[src/gimc_consts.vh]
`ifndef GIMC_CONSTS_VH
`define GIMC_CONSTS_VH

// Register offsets on the gauge register port.
`define GIMC_ADDR_W          8
`define GIMC_OFS_FLAGS       8'h0A
`define GIMC_OFS_MASK        8'h0B
`define GIMC_OFS_CLEAR       8'h0C

// Register width and reset values.
`define GIMC_REG_W           16
`define GIMC_FLAGS_RST       16'h0000
`define GIMC_MASK_RST        16'h0000
`define GIMC_CLEAR_RST       16'h0000
`define GIMC_RDATA_UNMAPPED  16'h0000

// Event bit positions, shared by the flag, mask and clear registers.
`define GIMC_BIT_HOT_EVENT        0
`define GIMC_BIT_PACK_LINK_FAULT  1
`define GIMC_BIT_LOW_VOLT_EVENT   2
`define GIMC_BIT_CHARGE_HIGH      3
`define GIMC_BIT_COLD_EVENT       4
`define GIMC_BIT_PERIODIC_TICK    5
`define GIMC_BIT_BOUNDS_CHECK     6
`define GIMC_BIT_CHARGE_EMPTY     7
`define GIMC_BIT_CHARGE_LOW_ENTER 8
`define GIMC_BIT_CHARGE_LOW_EXIT  9
`define GIMC_BIT_GAUGE_RUNNING    10
`define GIMC_BIT_SETUP_READY      11
`define GIMC_BIT_GUARD_TIMER      12
`define GIMC_BIT_BUS_CONTROLLER   13
`define GIMC_BIT_NEAR_FULL        14
`define GIMC_BIT_PACK_LEVEL       15

`endif

[src/gimc_gauge_interrupt_mask_clear.v]
`timescale 1ns/10ps
`include "gimc_consts.vh"

//
// Function
// (RULE1) Mask bits 0,1: hot, pack link; 1 masks.
// (RULE2) Mask bits 2-4: low volt, high, cold.
// (RULE3) Mask bits 5-7: tick, bounds, empty.
// (RULE4) Mask bits 8,9: charge low enter, exit.
// (RULE5) Mask bits 10-12: running, setup, guard timer.
// (RULE6) Mask bits 13-15: bus, near full, pack level.
// (RULE7) Sixteen-bit clear register at 0x0C, resets zero.
// (RULE8) Writing zero to a clear bit does nothing.
// (RULE9) Writing one clears flag, clear bit self-clears.
// (RULE10) Clear bit n clears flag bit n.
// (RULE11) Clear bit 1 clears pack link fault flag.
// (RULE12) Clear bit 14 clears near full flag.
// (RULE13) Flags sticky; interrupt when any unmasked flag set.
// (RULE14) Host clears only flags it has handled.
module gimc_gauge_interrupt_mask_clear
#(
  parameter REG_W  = `GIMC_REG_W,
  parameter ADDR_W = `GIMC_ADDR_W
)
(
  // Clock and reset.
  input  wire              sys_clk,
  input  wire              rst_b,
  // Register port from the serial target logic.
  input  wire [ADDR_W-1:0] reg_addr,
  input  wire [REG_W-1:0]  reg_wdata,
  input  wire              reg_wr,
  input  wire              reg_rd,
  output reg  [REG_W-1:0]  reg_rdata,
  output reg               reg_rvalid,
  // Event pulses from the gauge core, one bit per event source.
  input  wire [REG_W-1:0]  event_pulse,
  // Interrupt and state views.
  output wire              gauge_irq,
  output wire [REG_W-1:0]  event_flags,
  output wire [REG_W-1:0]  event_flag_mask,
  output wire [REG_W-1:0]  event_pending
);

  // Register storage.
  reg  [REG_W-1:0] flags_q;
  reg  [REG_W-1:0] flags_d;
  reg  [REG_W-1:0] mask_q;
  reg  [REG_W-1:0] mask_d;
  reg  [REG_W-1:0] event_flag_clear_q;
  reg  [REG_W-1:0] event_flag_clear_d;
  reg  [REG_W-1:0] rdata_d;
  wire [REG_W-1:0] clear_hit;

  // Named views of the mask bits, one wire per event source.
  wire             hot_event_mask;
  wire             pack_link_fault_mask;
  wire             low_volt_event_mask;
  wire             charge_high_mask;
  wire             cold_event_mask;
  wire             periodic_tick_mask;
  wire             bounds_check_mask;
  wire             charge_empty_mask;
  wire             charge_low_enter_mask;
  wire             charge_low_exit_mask;
  wire             gauge_running_mask;
  wire             setup_ready_mask;
  wire             guard_timer_mask;
  wire             bus_controller_mask;
  wire             near_full_mask;
  wire             pack_level_mask;

  // Named views of the self-clearing clear bits, one wire per event source.
  wire             hot_event_clear;
  wire             pack_link_fault_clear;
  wire             low_volt_event_clear;
  wire             charge_high_clear;
  wire             cold_event_clear;
  wire             periodic_tick_clear;
  wire             bounds_check_clear;
  wire             charge_empty_clear;
  wire             charge_low_enter_clear;
  wire             charge_low_exit_clear;
  wire             gauge_running_clear;
  wire             setup_ready_clear;
  wire             guard_timer_clear;
  wire             bus_controller_clear;
  wire             near_full_clear;
  wire             pack_level_clear;

  // Vectors rebuilt from the named bits; the pending and flag logic read these.
  wire [REG_W-1:0] mask_view;
  wire [REG_W-1:0] clear_view;

  // Write strobes, decoded once per writable register.
  wire             mask_wr;
  wire             clear_wr;

  // Decodes a register offset; used by the write and read paths.
  function addr_is;
    input [ADDR_W-1:0] addr;
    input [ADDR_W-1:0] ofs;
    begin
      addr_is = (addr == ofs);
    end
  endfunction

  // Write strobes; a write to the flag register or an unmapped offset has no target.
  assign mask_wr  = reg_wr && addr_is(reg_addr, `GIMC_OFS_MASK);
  assign clear_wr = reg_wr && addr_is(reg_addr, `GIMC_OFS_CLEAR);

  // Mask bits 0 to 7; a one keeps the event away from the interrupt.
  assign hot_event_mask         = mask_q[`GIMC_BIT_HOT_EVENT]; // [RULE1]
  assign pack_link_fault_mask   = mask_q[`GIMC_BIT_PACK_LINK_FAULT]; // [RULE1]
  assign low_volt_event_mask    = mask_q[`GIMC_BIT_LOW_VOLT_EVENT]; // [RULE2]
  assign charge_high_mask       = mask_q[`GIMC_BIT_CHARGE_HIGH]; // [RULE2]
  assign cold_event_mask        = mask_q[`GIMC_BIT_COLD_EVENT]; // [RULE2]
  assign periodic_tick_mask     = mask_q[`GIMC_BIT_PERIODIC_TICK]; // [RULE3]
  assign bounds_check_mask      = mask_q[`GIMC_BIT_BOUNDS_CHECK]; // [RULE3]
  assign charge_empty_mask      = mask_q[`GIMC_BIT_CHARGE_EMPTY]; // [RULE3]

  // Mask bits 8 to 15, with the same polarity.
  assign charge_low_enter_mask  = mask_q[`GIMC_BIT_CHARGE_LOW_ENTER]; // [RULE4]
  assign charge_low_exit_mask   = mask_q[`GIMC_BIT_CHARGE_LOW_EXIT]; // [RULE4]
  assign gauge_running_mask     = mask_q[`GIMC_BIT_GAUGE_RUNNING]; // [RULE5]
  assign setup_ready_mask       = mask_q[`GIMC_BIT_SETUP_READY]; // [RULE5]
  assign guard_timer_mask       = mask_q[`GIMC_BIT_GUARD_TIMER]; // [RULE5]
  assign bus_controller_mask    = mask_q[`GIMC_BIT_BUS_CONTROLLER]; // [RULE6]
  assign near_full_mask         = mask_q[`GIMC_BIT_NEAR_FULL]; // [RULE6]
  assign pack_level_mask        = mask_q[`GIMC_BIT_PACK_LEVEL]; // [RULE6]

  // Clear bits 0 to 7; bit 1 maps to flag bit 1 like every other bit.
  assign hot_event_clear        = event_flag_clear_q[`GIMC_BIT_HOT_EVENT]; // [RULE10]
  assign pack_link_fault_clear  = event_flag_clear_q[`GIMC_BIT_PACK_LINK_FAULT]; // [RULE11]
  assign low_volt_event_clear   = event_flag_clear_q[`GIMC_BIT_LOW_VOLT_EVENT]; // [RULE10]
  assign charge_high_clear      = event_flag_clear_q[`GIMC_BIT_CHARGE_HIGH]; // [RULE10]
  assign cold_event_clear       = event_flag_clear_q[`GIMC_BIT_COLD_EVENT]; // [RULE10]
  assign periodic_tick_clear    = event_flag_clear_q[`GIMC_BIT_PERIODIC_TICK]; // [RULE10]
  assign bounds_check_clear     = event_flag_clear_q[`GIMC_BIT_BOUNDS_CHECK]; // [RULE10]
  assign charge_empty_clear     = event_flag_clear_q[`GIMC_BIT_CHARGE_EMPTY]; // [RULE10]

  // Clear bits 8 to 15.
  assign charge_low_enter_clear = event_flag_clear_q[`GIMC_BIT_CHARGE_LOW_ENTER]; // [RULE10]
  assign charge_low_exit_clear  = event_flag_clear_q[`GIMC_BIT_CHARGE_LOW_EXIT]; // [RULE10]
  assign gauge_running_clear    = event_flag_clear_q[`GIMC_BIT_GAUGE_RUNNING]; // [RULE10]
  assign setup_ready_clear      = event_flag_clear_q[`GIMC_BIT_SETUP_READY]; // [RULE10]
  assign guard_timer_clear      = event_flag_clear_q[`GIMC_BIT_GUARD_TIMER]; // [RULE10]
  assign bus_controller_clear   = event_flag_clear_q[`GIMC_BIT_BUS_CONTROLLER]; // [RULE10]
  assign near_full_clear        = event_flag_clear_q[`GIMC_BIT_NEAR_FULL]; // [RULE12]
  assign pack_level_clear       = event_flag_clear_q[`GIMC_BIT_PACK_LEVEL]; // [RULE10]

  // Mask vector for the pending logic, bit 15 first.
  // The named bits fix the order, so a shuffled define cannot slip a bit unnoticed.
  assign mask_view = {
    pack_level_mask,
    near_full_mask,
    bus_controller_mask,
    guard_timer_mask,
    setup_ready_mask,
    gauge_running_mask,
    charge_low_exit_mask,
    charge_low_enter_mask,
    charge_empty_mask,
    bounds_check_mask,
    periodic_tick_mask,
    cold_event_mask,
    charge_high_mask,
    low_volt_event_mask,
    pack_link_fault_mask,
    hot_event_mask
  };

  // Clear vector for the flag update, bit 15 first.
  assign clear_view = {
    pack_level_clear,
    near_full_clear,
    bus_controller_clear,
    guard_timer_clear,
    setup_ready_clear,
    gauge_running_clear,
    charge_low_exit_clear,
    charge_low_enter_clear,
    charge_empty_clear,
    bounds_check_clear,
    periodic_tick_clear,
    cold_event_clear,
    charge_high_clear,
    low_volt_event_clear,
    pack_link_fault_clear,
    hot_event_clear
  };

  // Each clear bit targets the flag at the same position, including bit 1 and bit 14.
  genvar i;
  generate
    for (i = 0; i < REG_W; i = i + 1)
    begin : g_clear_map
      assign clear_hit[i] = clear_view[i]; // [RULE10] [RULE11] [RULE12]
    end
  endgenerate

  // Mask register is plain read/write; a one blocks its event.
  always @*
  begin
    mask_d = mask_q;
    if (mask_wr)
    begin
      mask_d = reg_wdata; // [RULE1] [RULE2] [RULE3] [RULE4] [RULE5] [RULE6]
    end
  end

  // Clear register keeps only written ones, for one cycle, then returns to zero.
  always @*
  begin
    event_flag_clear_d = {REG_W{1'h0}}; // [RULE9]
    if (clear_wr)
    begin
      event_flag_clear_d = reg_wdata; // [RULE7] [RULE8]
    end
  end

  // Sticky flags; an event arriving with its clear still sets the flag.
  always @*
  begin
    flags_d = (flags_q & ~clear_hit) | event_pulse; // [RULE9] [RULE13]
  end

  // Read data mux; unmapped offsets read as zero.
  always @*
  begin
    rdata_d = `GIMC_RDATA_UNMAPPED;
    if (addr_is(reg_addr, `GIMC_OFS_FLAGS))
    begin
      rdata_d = flags_q;
    end
    else if (addr_is(reg_addr, `GIMC_OFS_MASK))
    begin
      rdata_d = mask_q;
    end
    else if (addr_is(reg_addr, `GIMC_OFS_CLEAR))
    begin
      rdata_d = event_flag_clear_q;
    end
  end

  // State registers with synchronous reset.
  always @(posedge sys_clk)
  begin
    if (!rst_b)
    begin
      flags_q            <= `GIMC_FLAGS_RST;
      mask_q             <= `GIMC_MASK_RST;
      event_flag_clear_q <= `GIMC_CLEAR_RST; // [RULE7]
      reg_rdata          <= `GIMC_RDATA_UNMAPPED;
      reg_rvalid         <= 1'h0;
    end
    else
    begin
      flags_q            <= flags_d;
      mask_q             <= mask_d;
      event_flag_clear_q <= event_flag_clear_d;
      reg_rvalid         <= reg_rd;
      if (reg_rd)
      begin
        reg_rdata <= rdata_d;
      end
    end
  end

  // Interrupt is any set flag whose mask bit is zero.
  // A flag stays set until the host clears it; its pending bit follows the current mask bit.
  generate
    for (i = 0; i < REG_W; i = i + 1)
    begin : g_pending
      assign event_pending[i] = flags_q[i] & ~mask_view[i]; // [RULE13]
    end
  endgenerate
  assign gauge_irq       = |event_pending; // [RULE13]
  assign event_flags     = flags_q;
  assign event_flag_mask = mask_q;

endmodule

[config.mk]
export PLATFORM = sky130hd
export DESIGN_NAME = gimc_gauge_interrupt_mask_clear
export DESIGN_NICKNAME = d
export VERILOG_FILES = /design/src/gimc_gauge_interrupt_mask_clear.v
export VERILOG_INCLUDE_DIRS = /design/src
export SDC_FILE = /design/constraint.sdc
export NUM_CORES = 1
export LEC_CHECK = 0
export BUFFER_PORTS_ARGS = -buffer_cell sky130_fd_sc_hd__buf_2
export CORE_ASPECT_RATIO = 1.25
export CORE_MARGIN = 8
export CORE_UTILIZATION = 40
export DETAILED_ROUTE_END_ITERATION = 12
export GPL_TIMING_DRIVEN = 0
export PLACE_DENSITY_LB_ADDON = 0.08
export SETUP_SLACK_MARGIN = 0.1
export SYNTH_ARGS = -nofsm -noshare
export SYNTH_HDL_FRONTEND = slang
export SYNTH_SLANG_ARGS = --single-unit
[constraint.sdc]
create_clock -name sys_clk -period 2.1 [get_ports sys_clk]
set_input_delay 0.21 -clock sys_clk [delete_from_list [all_inputs] [get_ports sys_clk]]
set_output_delay 0.21 -clock sys_clk [all_outputs]
set_load 0.03 [all_outputs]
After elaboration in Yosys (flattened, before gate mapping)
Index checks and enable logic that the tools add are counted.
{"block": "word_totals", "register_bits": 65, "inputBits": 44}
{"block": "classes", "bitwise": 35, "n_eq_ne": 3, "n_mux": 3, "n_reduce_logical": 4}
{"op": "two-way mux 16 bit", "n": 3}
{"op": "== test 8 x 4 -> 1 bit, second input constant", "n": 3}
{"op": "bitwise AND 1 bit", "n": 16}
{"op": "bitwise AND 16 bit", "n": 1}
{"op": "NOT 1 bit", "n": 16}
{"op": "NOT 16 bit", "n": 1}
{"op": "bitwise OR 16 bit", "n": 1}
{"op": "OR reduction 16 bit", "n": 1}
{"op": "logical AND 1 bit", "n": 2}
{"op": "AND reduction 2 bit", "n": 1}

Logic depth before layout (Yosys ltp)
{"block": "depth", "depth_word": 4, "ltp_mapped": 5, "ltp_nobuf": 3}

Worst setup path before layout
No wires, ideal clock.
{"block": "synth_timing", "path_kind": "input port to flip-flop", "from": "input port reg_addr[5]", "to": "register mask_q[10], in the netlist event_flag_mask[10]", "n_path_buf": 2, "t_arrival_ns": 1.742, "path_stages": 5, "setup_time_ns": 0.072, "slack_ns": 0.286, "path_cell_list": "or4_4 -> buf_6 -> nor4_4 -> buf_6 -> mux2i_1"}
{"block": "synth_between", "elab_chain_cells": 2}
{"item": "start, declared", "line_no": "gimc_gauge_interrupt_mask_clear.v:30", "text": "input wire [ADDR_W-1:0] reg_addr,"}
{"item": "== test 8 x 4 -> 1 bit", "line_no": "gimc_gauge_interrupt_mask_clear.v:104", "text": "addr_is = (addr == ofs);"}
{"item": "logical AND 1 bit", "line_no": "gimc_gauge_interrupt_mask_clear.v:109", "text": "assign mask_wr = reg_wr && addr_is(reg_addr, `GIMC_OFS_MASK);"}
{"item": "end signal, assigned", "line_no": "gimc_gauge_interrupt_mask_clear.v:252", "text": "mask_q <= `GIMC_MASK_RST;"}
{"item": "end signal, assigned", "line_no": "gimc_gauge_interrupt_mask_clear.v:260", "text": "mask_q <= mask_d;"}
{"item": "end, declared", "line_no": "gimc_gauge_interrupt_mask_clear.v:48", "text": "reg [REG_W-1:0] mask_q;"}
Every way passes these cells.
A chain may end at the register's enable or synchronous reset.

Worst setup path after layout
{"block": "layout_timing", "from": "register flags_q[2], in the netlist event_flags[2]", "to": "output port gauge_irq"}
{"block": "layout_between", "elab_chain_cells": 2}
{"item": "start, declared", "line_no": "gimc_gauge_interrupt_mask_clear.v:46", "text": "reg [REG_W-1:0] flags_q;"}
{"item": "start signal, assigned", "line_no": "gimc_gauge_interrupt_mask_clear.v:251", "text": "flags_q <= `GIMC_FLAGS_RST;"}
{"item": "start signal, assigned", "line_no": "gimc_gauge_interrupt_mask_clear.v:259", "text": "flags_q <= flags_d;"}
{"item": "bitwise AND 1 bit", "line_no": "gimc_gauge_interrupt_mask_clear.v:275", "text": "assign event_pending[i] = flags_q[i] & ~mask_view[i];"}
{"item": "OR reduction 16 bit", "line_no": "gimc_gauge_interrupt_mask_clear.v:278", "text": "assign gauge_irq = |event_pending;"}
{"item": "end, declared", "line_no": "gimc_gauge_interrupt_mask_clear.v:39", "text": "output wire gauge_irq,"}
Every way passes these cells.

==> flow_summary.json <==
{
  "synth_edf_count": 0,
  "rsz0062_at_grt": "no",
  "worstPathArrival_ps": 1630,
  "place_hpwl_mm": 6.75,
  "status": "complete, no violations",
  "yosysSeqAreaShare": 0.459,
  "report.final.slew_viol_count": 0,
  "drt_first_iter_violations": 107,
  "synth_cell_type_count": 22,
  "holdBufCountCts": 0,
  "yosys-top-cells-count": "dfxtp_1 (65), nand2_1 (33), nor2b_1 (33), clkbuf_1 (18)",
  "synth_area_leaders": "dfxtp_1 (46%), nor2b_1 (7.3%), or4bb_1 (6.7%)",
  "track_usage": 0.180,
  "area_growth_syn_to_layout_pct": 30.2,
  "vias": 2608,
  "setup_ws_ps": 255,
  "synth.avg_cell_area_um2": 10.1,
  "p_total_mw": 2.64,
  "peakVddDrop_uv": 408,
  "clk_pin_slew_ps": 70,
  "gp_congestion": 0.744,
  "ios": 110,
  "fmax_mhz": 542,
  "finalSetupTns_ps": 0,
  "finalSetupViolCount": 0,
  "worstSetupStartpointType": "flop",
  "post_dp_cell_area_um2": 3490,
  "h-tree-depth": 3,
  "period_minus_slack_ps": 1840,
  "nFillCells": 681,
  "finalCoreUtilization": 0.533,
  "synth_ff_type": "dfxtp_1",
  "io_buffers": 108,
  "post_drt_wl_per_cell_um": 18.2,
  "yosysTopAreaCell": "dfxtp_1",
  "antenna_cells": 0,
  "drtAntennaViolNets": 0,
  "fp.dieW_um": 91.3,
  "grt_pass1_vias": 2710,
  "end_kind": "output pin",
  "stdcell_area_um2": 3690,
  "syn_nets": 324,
  "core_um2": 6930,
  "p_per_area_nw_per_um2": 715,
  "crit_type": "reg2out",
  "drc": 0,
  "hold_slack_ps": 70.1,
  "placedCellCount": 478,
  "ctsLongestPathBuffers": 2,
  "synthCells": 280,
  "cts-root-buf": "clkbuf_8",
  "ys_warn_count": 0,
  "die_area_um2": 10100,
  "finalHoldViolCount": 0,
  "gr-total-overflow": 0,
  "firstDrtPassIters": 5,
  "hp-class": "in2reg",
  "fin_cells": 494,
  "max_cap_viol_count": 0,
  "numCtsBuffers": 9,
  "cts_tree": "yes",
  "fin_worst_skew_ps": 4.01,
  "drive_above_1_share": 0.324,
  "rows": 34,
  "grt_max_degree": 11,
  "die_h_um": 110,
  "tightest_slew_ps": 701,
  "finalNetCount": 443,
  "post_drt_via_cell_ratio": 5.28,
  "netlist_area_um2": 2840,
  "yosysTopAreaCellShare": 0.459,
  "critPathRequiredTime_ps": 1890,
  "pre_cts_ws_ps": -248,
  "yosys_register_bits": 65,
  "crit_fanout": 4,
  "antenna_found_initial": 0,
  "grt_pass1_wl_mm": 14.1,
  "start_util": 0.409,
  "totalWireLength_mm": 8.98,
  "async_flop_share": 0,
  "clk_latency_ps": 340,
  "fin_crit_sh": 0.878,
  "clock_sinks": 65,
  "yosysMostFrequentCell": "dfxtp_1",
  "p_leak_nw": 1.57,
  "slew_headroom": 0.529
}
==> where the power goes <==
| part | leakage [nW] | total [mW] | switching (mW) | internal (mW) |
|---|---|---|---|---|
| clock network | 0.102 | 1.02 | 0.467 | 0.555 |
| logic | 0.935 | 0.341 | 0.225 | 0.116 |
| registers | 0.529 | 1.28 | 0.0217 | 1.26 |
==> flip-flops by register name, summed over array words and instances (netlist names) <==
register	cells
event_flag_mask	16
reg_rvalid	1
reg_rdata	16
event_flags	16
clear_hit	16
==> final timing paths <==
kind | to | cells past startpoint | slack (ps) | from
max | gauge_irq | 4 | 260 | event_flags[2]$_SDFF_PN0_
min | event_flags[8]$_SDFF_PN0_ | 2 | 70 | event_pulse[8]
max reg2reg | reg_rdata[14]$_SDFFE_PN0P_ | 3 | 770 | clear_hit[14]$_SDFF_PN0_
min reg2reg | reg_rdata[4]$_SDFFE_PN0P_ | 1 | 480 | reg_rdata[4]$_SDFFE_PN0P_
==> per-layer routing <==
metal | vias up | part of all wire | GRT usage | wire (µm)
li1 | 1267 | - | - | -
met1 | 1230 | 0.42 | 0.201 | 3750
met2 | 101 | 0.50 | 0.316 | 4450
met3 | 10 | 0.075 | 0.0664 | 675
met4 | 0 | 0.011 | 0.0551 | 99
met5 | - | 0 | 0 | 0
==> area by class of cell <==
| type | instances | area, µm² | area share |
|---|---|---|---|
| plain buffers | 23 | 103 | 0.0278 |
| clock buffers | 14 | 183 | 0.0494 |
| clock inverters | 2 | 10.0 | 0.00271 |
| inverters | 1 | 3.75 | 0.00102 |
| multi-input cells | 191 | 1440 | 0.390 |
| flip-flops and latches | 65 | 1300 | 0.352 |
| well taps | 90 | 113 | 0.0305 |
| repair buffers | 108 | 541 | 0.146 |
==> critical path, stage by stage (launching register included) <==
cell and delay (ps):
dfxtp_1 350, nor2b_1 170, nor4_2 430, nand4_1 140, buf_2 210
==> cell families after synthesis <==
| family | Yosys count | synth area share |
|---|---|---|
| simple gates | 127 | 0.306 |
| flops | 65 | 0.459 |
| mux | 16 | 0.0564 |
| buf+inv | 24 | 0.0375 |
| compound gates | 48 | 0.141 |
==> what timing repair did <==
| item | 4_1_cts | 5_1_grt |
|---|---|---|
| resized for setup | 0 | 2 |
| buffers inserted | 0 | 0 |
| endpoints found under the setup margin | 0 | 11 |
==> placed cells by master (no fill, tap or decap), types with 17 or more instances in the layout <==
master	n
buf_2	109
dfxtp_1	65
nor2b_1	33
and2_1	17
clkbuf_1	19
nand2_1	33
or4bb_1	17
Note: power is estimated with default switching activity, not from simulation.
